==> config.mk <==
export PLATFORM = sky130hd
export DESIGN_NAME = isa_system_bus_control
export DESIGN_NICKNAME = d
export VERILOG_FILES = /design/src/hw/isa_bus_pkg.sv /design/src/hw/isa_system_bus_control.sv
export VERILOG_INCLUDE_DIRS = /design/src /design/src/hw
export SDC_FILE = /design/constraint.sdc
export NUM_CORES = 1
export LEC_CHECK = 0
export ABC_AREA = 1
export BUFFER_PORTS_ARGS = -buffer_cell sky130_fd_sc_hd__buf_2
export CAP_MARGIN = 20
export CORE_ASPECT_RATIO = 1.4
export CORE_UTILIZATION = 33
export DETAILED_ROUTE_END_ITERATION = 10
export HOLD_SLACK_MARGIN = 0.06
export PLACE_DENSITY = 0.54
export REMOVE_ABC_BUFFERS = 1
export SYNTH_ARGS = -nofsm -noshare
export SYNTH_HDL_FRONTEND = slang
export SYNTH_SLANG_ARGS = --single-unit
==> constraint.sdc <==
create_clock -name clk_sys -period 3.15 [get_ports clk_sys]
set_clock_uncertainty 0.15 [all_clocks]
set_input_delay 0.63 -clock clk_sys [delete_from_list [all_inputs] [get_ports clk_sys]]
set_output_delay 0.63 -clock clk_sys [all_outputs]
set_load 0.005 [all_outputs]
==> src/hw/isa_bus_cfg.svh <==
// constants for the isa system bus control block
`ifndef ISA_BUS_CFG_SVH
`define ISA_BUS_CFG_SVH

`define CLK_PERIOD_NS   5
`define CMD_MIN_NS      125
`define CMD_MIN_CYC     ((`CMD_MIN_NS + `CLK_PERIOD_NS - 1) / `CLK_PERIOD_NS)
`define ADDR_W          26
`define DATA_W          16
`define DACK_W          2
`define CNT_W           8
`define ADDR_RST        26'h0000000
`define DATA_RST        16'h0000

`endif

==> src/hw/isa_bus_pkg.sv <==
// types shared by the isa system bus control block
package isa_bus_pkg;

	typedef enum logic [3:0] {
		KIND_IO_READ    = 4'h0,
		KIND_IO_WRITE   = 4'h1,
		KIND_MEM        = 4'h2,
		KIND_DMA_IO_RD  = 4'h3,
		KIND_DMA_IO_WR  = 4'h4,
		KIND_DMA_INT    = 4'h5,
		KIND_PCC_IO_RD  = 4'h6,
		KIND_PCC_IO_WR  = 4'h7,
		KIND_PCC_MEM    = 4'h8
	} bus_kind_type;

	typedef struct packed {
		bus_kind_type kind;
		logic [25:0]  addr;
		logic [15:0]  wdata;
		logic         byte_high;
		logic         dack_sel;
	} bus_req_type;

	typedef struct packed {
		logic [15:0] rdata;
		logic        width16;
		logic        waited;
	} bus_resp_type;

	typedef enum logic [2:0] {
		ST_IDLE = 3'b000,
		ST_ALE  = 3'b001,
		ST_CMD  = 3'b010,
		ST_WAIT = 3'b011,
		ST_DONE = 3'b100
	} bus_state_type;

endpackage : isa_bus_pkg

==> src/hw/isa_system_bus_control.sv <==
// isa bus master cycle control: strobes, commands, transceiver and ready handling
`timescale 1ns/1ps
`include "isa_bus_cfg.svh"

module isa_system_bus_control
	import isa_bus_pkg::*;
#(
	parameter int CMD_CYC = `CMD_MIN_CYC
) (
	input  wire logic         clk_sys,
	input  wire logic         rstn,
	input  wire logic         req_valid,
	input  wire bus_req_type  req,
	output logic              req_ready,
	output logic              resp_valid,
	output bus_resp_type      resp,
	input  wire logic         local_bus_mode,
	input  wire logic         dram32_mode,
	input  wire logic         iochrdy_in,
	input  wire logic         iocs16_n,
	input  wire logic         mcs16_n,
	input  wire logic [15:0]  sd_in,
	output logic [15:0]       sd_out,
	output logic              sd_oe,
	output logic [25:0]       sa,
	output logic              aen,
	output logic              bale,
	output logic              sbhe_n,
	output logic              ior_n,
	output logic              iow_n,
	output logic              mem_phase,
	output logic [1:0]        prog_dma_ack_n,
	output logic              xcvr_output_enable_n,
	output logic              xcvr_dir_high_byte,
	output logic              xcvr_dir_low_byte
);

	// loaded one short because the cycle that enters the command phase counts too
	localparam logic [`CNT_W-1:0] CMD_LOAD = `CNT_W'(CMD_CYC - 1);

	bus_state_type    state_r;
	bus_state_type    state_nxt;
	bus_req_type      cur_r;
	logic [`CNT_W-1:0] cnt_r;
	logic [1:0]       rdy_sync_r;
	logic [1:0]       io16_sync_r;
	logic [1:0]       m16_sync_r;
	logic             width16_r;
	logic             waited_r;

	// kind decoding used by several processes
	function automatic logic is_read(input bus_kind_type k);
		is_read = (k == KIND_IO_READ) || (k == KIND_DMA_IO_RD) || (k == KIND_PCC_IO_RD);
	endfunction : is_read

	function automatic logic is_write(input bus_kind_type k);
		is_write = (k == KIND_IO_WRITE) || (k == KIND_DMA_IO_WR) || (k == KIND_PCC_IO_WR);
	endfunction : is_write

	function automatic logic is_dma(input bus_kind_type k);
		is_dma = (k == KIND_DMA_IO_RD) || (k == KIND_DMA_IO_WR) || (k == KIND_DMA_INT);
	endfunction : is_dma

	// strobe-only cycles carry no command and no data phase
	function automatic logic strobe_only(input bus_kind_type k);
		strobe_only = (k == KIND_DMA_INT) || (k == KIND_PCC_MEM);
	endfunction : strobe_only

	function automatic logic uses_xcvr(input bus_kind_type k);
		uses_xcvr = is_read(k) || is_write(k) || (k == KIND_MEM);
	endfunction : uses_xcvr

	// two-flop synchronisers; the first stage feeds only the second
	// a late select or ready edge costs at most two extra cycles of latency
	always_ff @(posedge clk_sys) begin
		if (!rstn) begin
			// reset reads as ready so no stale low stretches the first cycle
			rdy_sync_r  <= 2'h3;
			io16_sync_r <= 2'h0;
			m16_sync_r  <= 2'h0;
		end else begin
			rdy_sync_r  <= {rdy_sync_r[0], iochrdy_in};
			io16_sync_r <= {io16_sync_r[0], ~iocs16_n};
			m16_sync_r  <= {m16_sync_r[0], ~mcs16_n};
		end
	end

	// channel ready as seen by the state machine, taken after the second stage
	logic rdy_ok;
	assign rdy_ok = rdy_sync_r[1];

	// next state of the cycle sequencer
	always_comb begin
		state_nxt = state_r;
		case (state_r)
			ST_IDLE: begin
				if (req_valid) begin
					state_nxt = ST_ALE;
				end
			end
			ST_ALE: begin
				// strobe-only cycles end right after the latch pulse
				if (strobe_only(cur_r.kind)) begin
					state_nxt = ST_DONE;
				end else begin
					state_nxt = ST_CMD;
				end
			end
			ST_CMD: begin
				if (cnt_r == '0) begin
					state_nxt = rdy_ok ? ST_DONE : ST_WAIT;
				end
			end
			ST_WAIT: begin
				// no limit: a device that holds ready low stalls the bus for good
				if (rdy_ok) begin
					state_nxt = ST_DONE;
				end
			end
			ST_DONE: begin
				state_nxt = ST_IDLE;
			end
			default: begin
				state_nxt = ST_IDLE;
			end
		endcase
	end

	// state register
	always_ff @(posedge clk_sys) begin
		if (!rstn) begin
			state_r <= ST_IDLE;
		end else begin
			state_r <= state_nxt;
		end
	end

	// request capture and handshake; ready drops the edge a request is taken
	always_ff @(posedge clk_sys) begin
		if (!rstn) begin
			cur_r     <= '0;
			req_ready <= 1'b1;
		end else if (state_r == ST_IDLE && req_valid) begin
			cur_r     <= req;
			req_ready <= 1'b0;
		end else if (state_r == ST_DONE) begin
			req_ready <= 1'b1;
		end
	end

	// command width counter, then open-ended wait on channel ready
	always_ff @(posedge clk_sys) begin
		if (!rstn) begin
			cnt_r <= '0;
		end else if (state_r == ST_ALE) begin
			cnt_r <= CMD_LOAD;
		end else if (state_r == ST_CMD && cnt_r != '0) begin
			cnt_r <= cnt_r - `CNT_W'(1);
		end
	end

	// width decision at the end of the minimum command time, so the
	// synchronised select has settled even for a late-driving device
	always_ff @(posedge clk_sys) begin
		if (!rstn) begin
			width16_r <= 1'b0;
			waited_r  <= 1'b0;
		end else if (state_r == ST_IDLE && req_valid) begin
			// cleared at the take edge, not the latch edge: a strobe-only cycle
			// reports from the latch state and must not see the last cycle's flags
			width16_r <= 1'b0;
			waited_r  <= 1'b0;
		end else if (state_r == ST_CMD && cnt_r == '0) begin
			if (cur_r.kind == KIND_MEM) begin
				width16_r <= m16_sync_r[1];
			end else begin
				width16_r <= io16_sync_r[1];
			end
			waited_r <= ~rdy_ok;
		end
	end

	// address, latch strobe and byte high enable
	always_ff @(posedge clk_sys) begin
		if (!rstn) begin
			sa     <= `ADDR_RST;
			bale   <= 1'b0;
			sbhe_n <= 1'b1;
		end else if (state_r == ST_IDLE && req_valid) begin
			sa     <= req.addr;
			bale   <= 1'b1;
			sbhe_n <= ~req.byte_high;
		end else begin
			bale <= 1'b0;
			if (state_r == ST_DONE) begin
				sbhe_n <= 1'b1;
			end
		end
	end

	// address enable covers the whole dma or pc card io cycle, so io
	// decoders on the isa side stay quiet for the full command time
	always_ff @(posedge clk_sys) begin
		if (!rstn) begin
			aen <= 1'b0;
		end else if (state_r == ST_IDLE && req_valid) begin
			aen <= is_dma(req.kind)
				|| (req.kind == KIND_PCC_IO_RD) || (req.kind == KIND_PCC_IO_WR);
		end else if (state_r == ST_DONE) begin
			aen <= 1'b0;
		end
	end

	// dma acknowledge picks the single io device allowed into a dma cycle
	// only two acknowledge lines exist, so dack_sel is a single bit
	always_ff @(posedge clk_sys) begin
		if (!rstn) begin
			prog_dma_ack_n <= 2'h3;
		end else if (state_r == ST_IDLE && req_valid
			&& (req.kind == KIND_DMA_IO_RD || req.kind == KIND_DMA_IO_WR)) begin
			prog_dma_ack_n <= req.dack_sel ? 2'h1 : 2'h2;
		end else if (state_r == ST_DONE) begin
			prog_dma_ack_n <= 2'h3;
		end
	end

	// io commands after the latch pulse, held through wait states
	// the command drops on the edge entering done, a cycle before address
	// enable and acknowledge go, so devices see them outlast the command
	always_ff @(posedge clk_sys) begin
		if (!rstn) begin
			ior_n     <= 1'b1;
			iow_n     <= 1'b1;
			mem_phase <= 1'b0;
		end else if (state_r == ST_ALE) begin
			ior_n     <= ~is_read(cur_r.kind);
			iow_n     <= ~is_write(cur_r.kind);
			mem_phase <= (cur_r.kind == KIND_MEM);
		end else if (state_nxt == ST_DONE) begin
			ior_n     <= 1'b1;
			iow_n     <= 1'b1;
			mem_phase <= 1'b0;
		end
	end

	// write data is driven with the command from the end of the latch pulse until a cycle after the command ends,
	// which covers the whole window in which a device may latch it
	always_ff @(posedge clk_sys) begin
		if (!rstn) begin
			sd_out <= `DATA_RST;
			sd_oe  <= 1'b0;
		end else if (state_r == ST_ALE && is_write(cur_r.kind)) begin
			sd_out <= cur_r.wdata;
			sd_oe  <= 1'b1;
		end else if (state_r == ST_DONE) begin
			sd_oe  <= 1'b0;
		end
	end

	// external transceiver control, only in the buffered bus modes;
	// the enable is raised one cycle after direction to avoid contention
	// direction is left as it was after a cycle; only the enable drops, so
	// the transceiver never turns round while it could still be driving
	logic buffered;
	assign buffered = local_bus_mode | dram32_mode;

	always_ff @(posedge clk_sys) begin
		if (!rstn) begin
			xcvr_output_enable_n <= 1'b1;
			xcvr_dir_high_byte   <= 1'b0;
			xcvr_dir_low_byte    <= 1'b0;
		end else if (!buffered) begin
			xcvr_output_enable_n <= 1'b1;
			xcvr_dir_high_byte   <= 1'b0;
			xcvr_dir_low_byte    <= 1'b0;
		end else if (state_r == ST_IDLE && req_valid) begin
			xcvr_dir_high_byte <= is_read(req.kind);
			xcvr_dir_low_byte  <= is_read(req.kind);
		end else if (state_r == ST_ALE) begin
			xcvr_output_enable_n <= ~uses_xcvr(cur_r.kind);
		end else if (state_r == ST_DONE) begin
			xcvr_output_enable_n <= 1'b1;
		end
	end

	// response: read data is captured while the read command still stands
	// non-read kinds return zero so stale bus values never reach the caller
	always_ff @(posedge clk_sys) begin
		if (!rstn) begin
			resp_valid <= 1'b0;
			resp       <= '0;
		end else if (state_nxt == ST_DONE && state_r != ST_DONE) begin
			resp_valid    <= 1'b1;
			resp.rdata    <= is_read(cur_r.kind) ? sd_in : `DATA_RST;
			resp.width16  <= (state_r == ST_CMD) ? ((cur_r.kind == KIND_MEM) ?
				m16_sync_r[1] : io16_sync_r[1]) : width16_r;
			resp.waited   <= (state_r == ST_WAIT) | waited_r;
		end else begin
			resp_valid <= 1'b0;
		end
	end

endmodule : isa_system_bus_control

==> metrics.txt, run 1 <==
number of port buffers 145; global-route usage over all layers 15.2%; CP Data Required Time 3.28 ns; slowest CP cell buf_4; largest net degree at the start of global routing 46; final-report hold violation count 0; Max-Cap Viols 0; ANT nets after route 0; initial antenna violation count 0; area share of the largest cell type after synthesis 54.1%; max_slew headroom 48.4%; Remaining DRCs 0; Rows 48; Cell Count, Final, Fillers Out 752; nets@finish 671; crit path capture type flip-flop; Synth warnings 0; CP Launch Type input pin; hold path start mcs16_n; Synth async-reset ratio 0%; first-iteration detailed-routing DRC count 99; Avg Cell Area, Syn 8.97 um^2; RR Startpoint state_r[0]; clk buf depth 2; Die Width 96.7 um; worst slew pin tran 0.773 ns; status finished clean; Worst path max stage delay 0.40 ns; Setup violations, final 0; register area share after synthesis 54.1%; R2R Setup Slk 1.16 ns; synthesis-to-layout area growth 25.6%; gpl congestion 0.783; cts bufs inserted 9; Power Density 604 nW/um^2; Top FF cell, synth dfxtp_1; height of the die 135 um; worst setup path class input pin to flip-flop; Post-CTS Resized 0; diode count 0; clock root cell clkbuf_16; Fill cells 1227; Setup Fix Bufs, Post-CTS 0; Post-synth EDFFs 0; crit path DAT 2.19 ns; Reg2Reg Capture Point iow_n; Skew-Pair Late Insertion Delay 0.35 ns; clk slew on worst S/H paths 0.08 ns; core area 12300 um^2; dpl ws 0.688 ns; pins over their slew limit 0; Yosys reg bits 112; RSZ-0062 raised after global routing no; die area 13000 um^2; worst min-delay path class input pin to flip-flop; first-pass detailed-route iteration total 4; Commonest cells post-synth dfxtp_1 (112), nand2_1 (61), nor2_1 (59); average wire per standard cell 13.1 um; Critical Path Start rstn; minimum clock period 2.06 ns; delay-heaviest family, CP buffers and inverters; Sum Neg Setup Slack 0 ns; VDD IR-drop max 0.248 mV; Congestion Overflow GR 0; first-pass GRT wire length 16000 um; Inst Count DP 736; TritonCTS clock tree yes; static leakage 2.55 nW; count leader, synth dfxtp_1; I/O pin count 146; Post-Syn Instances 462; Buf+Inv Stages, Crit Path 4; via count 3580; most area-consuming cells after synthesis dfxtp_1 (54%), a22o_1 (8.9%), nand2_1 (5.5%), nor2_1 (5.3%), nand3_1 (3.5%); cell area after synthesis 4140 um^2; Vias/cell 4.76; Hold Path Cell Cnt 2; Initial Util 33.6%; crit-path max FO 45; fin worst setup slack 1.09 ns; Met1 Routed Length 4260 um; H-tree depth 3; crit share post-route 65.4%; metal3 WL 673 um; Unique masters post-synth 32; metal2 WL 4700 um; length in cells of the worst reg-to-reg path 7; clk sinks 112; Hold-fix buffers, CTS 0; top sig layer met4; Max Clk Rate 485 MHz; Hold Path Sink m16_sync_r[0]; dpl hpwl 6950 um; worst path cell trace buf_2, inv_1, nor2_4, buf_4, inv_2, o22ai_1; vias in the first global route 3463; cell taking the most area after synthesis dfxtp_1; wirelength, routed 9820 um; share of layout cells above drive strength 1 31.6%
-- worst register-to-register path, cell delays in order, from the launching register on --
cell	delay, ns
dfxtp_1	0.41
inv_2	0.06
nor3_4	0.34
nand2_2	0.29
inv_2	0.33
nand2_1	0.16
o21ai_0	0.10
inv_1	0.05
-- cell type report --
type                       instances  area (um^2)  share of cell area, %
multi-input combinational        289         1590                   30.6
clock buffer                       9          225                   4.33
tap                              150          188                   3.61
timing repair buffer             147          741                   14.2
sequential                       112         2240                   43.1
clock inverter                     7         73.8                   1.42
inverter                          38          143                   2.74
-- metrics by stage --
stage                     hold WS (ns)  utilization (%)  power, mW  instance area, um^2
after floorplan                  0.240                -       1.86                 3980
after global placement           0.248             39.8       2.04                 4900
after detailed placement         0.255             39.8       2.05                 4900
after CTS                        0.263             42.3       3.20                 5200
after global routing             0.266             42.3       3.31                 5200
final                            0.276             42.3       3.15                 5200
-- logic make-up after synthesis --
kind of cell / Yosys count / share of synthesized area (%)
AND/OR/NAND/NOR: 188 / 20.9
flip-flops: 112 / 54.1
AO/OA/AOI/OAI: 94 / 15.9
buffers and inverters: 61 / 7.46
XOR/XNOR: 5 / 1.06
adder cells (fa/ha/maj): 2 / 0.604
-- power breakdown --
group | internal [mW] | total, mW | switching (mW)
Combinational | 0.184 | 0.439 | 0.255
Sequential | 1.52 | 1.57 | 0.0565
Clock | 0.564 | 1.13 | 0.569
Total | 2.26 | 3.15 | 0.881
-- worst max path at each step --
stage                end  slack [ns]  cells past startpoint
6_report       cur_r[44]        1.09                      6
5_1_grt         waited_r        0.93                      6
4_1_cts        cur_r[44]        1.05                      6
3_5_place_dp   cur_r[44]        0.69                      6
3_3_place_gp      sa[20]        0.76                      5
2_1_floorplan  cur_r[10]        1.35                      3
-- layer usage --
layer / GRT usage (%) / vias up
li1: - / 1843
met1: 17.7 / 1595
met2: 26.0 / 126
met3: 4.55 / 16
met4: 6.22 / 0
met5: 0 / -
-- placed cells by master, fill, tap and decap left out, drive strengths merged, types with 10 or more instances in the layout --
| cell type | count |
|---|---|
| inv | 42 |
| nor2 | 64 |
| o21ai | 30 |
| nand3 | 31 |
| buf | 147 |
| nand2 | 67 |
| a21oi | 10 |
| dfxtp | 112 |
| a22o | 42 |
| nand4 | 20 |
-- state kept, by name (all words and copies together), names as in the netlist, 2 cells and up --
name and flops:
cur_r 20, cnt_r 8, rdy_sync_r 2, state_r 3
resp 18, m16_sync_r 2, prog_dma_ack_n 2, io16_sync_r 2
sa 26, sd_out 16
No activity file was read; power rests on OpenSTA's default activity.
==> run 2: changes to the inputs <==
==> constraint.sdc (replaced) <==
create_clock -name clk_sys -period 1.9 [get_ports clk_sys]
set_clock_uncertainty 0.15 [all_clocks]
set_input_delay 0.38 -clock clk_sys [delete_from_list [all_inputs] [get_ports clk_sys]]
set_output_delay 0.38 -clock clk_sys [all_outputs]
set_load 0.005 [all_outputs]
==> run 2 against run 1 <==
Sequential cell count is the same. Register-to-register slack lost 0.97 ns. Combinational power grew 77%. Clock power grew 69%. First-iteration DRC count grew 39%. Worst setup slack lost 0.90 ns. Core utilization grew 0.99 points. Routed wire length grew 2.4%. Non-clock buffer count grew 8. Critical path type is now flip-flop to flip-flop. Largest cell class unchanged.
==> metrics.txt, run 2 (synthesis gave the netlist of run 1 again) <==
synthesis-to-layout area growth 28.5%; share of layout cells above drive strength 1 32.5% (+0.90 points); dpl ws 0.00698 ns (-0.681 ns); Vias/cell 4.75 (-0.22%); static leakage 2.60 nW (+2.0%); Cell Count, Final, Fillers Out 760 (+1.1%); clk sinks 112 (unchanged); clk slew on worst S/H paths 0.07 ns (about the same); gpl congestion 0.758 (-3.3%); max_slew headroom 65.1% (+17 points); Max-Cap Viols 0 (unchanged); crit share post-route 90.1%; worst min-delay path class input pin to flip-flop; vias in the first global route 3451 (-0.35%); final-report hold violation count 0 (unchanged); total power 5.29 mW (+68%); I/O pin count 146 (unchanged); average wire per standard cell 13.2 um (+1.3%); Setup Fix Bufs, Post-CTS 0 (unchanged); Sum Neg Setup Slack 0 ns (unchanged); CP Data Required Time 1.97 ns (-1.31 ns); diode count 0 (unchanged); dpl hpwl 7110 um (+2.3%); pins over their slew limit 0 (unchanged); H-tree depth 3 (unchanged); status finished clean; nets@finish 679 (+1.2%); Max Clk Rate 584 MHz; Remaining DRCs 0 (unchanged); global-route usage over all layers 15.4% (+0.20 points); Inst Count DP 742 (+0.82%); crit-path max FO 8 (-82%); worst setup path class flip-flop to flip-flop; Largest regs sa x26, cur_r x20, resp x18; crit path capture type flip-flop; cts bufs inserted 9 (unchanged); Top reg by flops sa; Power Density 994 nW/um^2 (+64%); ANT nets after route 0 (unchanged); clk buf depth 2 (unchanged); Skew-Pair Late Insertion Delay 0.34 ns (about the same); crit path DAT 1.78 ns (-0.41 ns); largest net degree at the start of global routing 55 (+20%); initial antenna violation count 0 (unchanged); worst slew pin tran 0.521 ns (-0.252 ns); most frequent cells in the layout buf_2 (145), dfxtp_1 (112), nand2_1 (61); Largest register FFs 26 (unchanged); Final Util 43.3% (+0.99 points); die area 13000 um^2 (unchanged); commonest non-fill, non-tap cell in the layout buf_2; TritonCTS clock tree yes; wirelength, routed 10100 um (+2.4%); clock root cell clkbuf_16; RSZ-0062 raised after global routing no; core area 12300 um^2 (unchanged); Setup violations, final 0 (unchanged); VDD IR-drop max 0.372 mV (+50%); number of port buffers 145 (unchanged); via count 3610 (+0.84%); fin worst setup slack 0.188 ns (-0.900 ns); Congestion Overflow GR 0 (unchanged); Rows 48 (unchanged); CP Launch Type flip-flop; Initial Util 33.6% (unchanged); first-pass GRT wire length 16300 um (+2.2%); first-pass detailed-route iteration total 4 (unchanged); minimum clock period 1.71 ns; first-iteration detailed-routing DRC count 138 (+39%); Die Width 96.7 um (unchanged); height of the die 135 um (unchanged)
## run 2: changes by cell type in the layout (fill, tap and decap cells not counted), moves of 2 or more
cell	change
nor2_2	+2
inv_2	-2
buf_12	+2
buf_4	+3
inv_4	+2
dlygate4sd3_1	+2
nor2_1	-2
## run 2: per-layer routing
| metal | routed length (um) | track usage [%] | up-vias |
|---|---|---|---|
| met3 | 574 | 4.81 | 8 |
| li1 | - | - | 1851 |
| met2 | 4970 | 26.4 | 108 |
| met1 | 4400 | 18.5 | 1643 |
| met4 | 104 | 4.56 | 0 |
| met5 | 0 | 0 | - |
## run 2: final cells by class
class	count	area [um^2]
Fill cell	1261	6990
Clock buffer	9	225
Sequential cell	112	2240
Clock inverter	7	80.1
Multi-Input combinational cell	289	1600
Inverter	38	148
Timing Repair Buffer	155	838
Tap cell	150	188
## run 2: final timing paths
kind / start / end / slack (ns) / depth (start not counted)
min: iochrdy_in / rdy_sync_r[0] / 0.08 / 2
max: state_r[0] / xcvr_output_enable_n / 0.19 / 5
max reg2reg: state_r[0] / xcvr_output_enable_n / 0.19 / 5
min reg2reg: m16_sync_r[0] / m16_sync_r[1] / 0.26 / 2
## run 2: power breakdown
part           switching [mW]  total [mW]  internal, mW
clock                   0.869        1.91          1.04
combinational           0.442       0.776         0.334
sequential             0.0949        2.61          2.52
## run 2: repair_timing
| action | 4_1_cts | 5_1_grt |
|---|---|---|
| resized for setup | 1 | 7 |
| hold buffers | 2 | 0 |
| endpoints found under the hold margin | 2 | 0 |
| endpoints found under the setup margin | 1 | 21 |
## run 2: stage by stage
stage / hold WS (ns) / area, um^2
2_1_floorplan: 0.240 / 3980
4_1_cts: 0.0765 / 5300
3_3_place_gp: 0.244 / 4970
5_1_grt: 0.0765 / 5330
3_5_place_dp: 0.248 / 4970
6_report: 0.0820 / 5330
## run 2: critical path, cell delays in order, from the launching register on
cell and delay (ns):
dfxtp_1 0.41, inv_2 0.07, nor3_4 0.33, inv_1 0.23, a211oi_1 0.29, o21ai_0 0.11
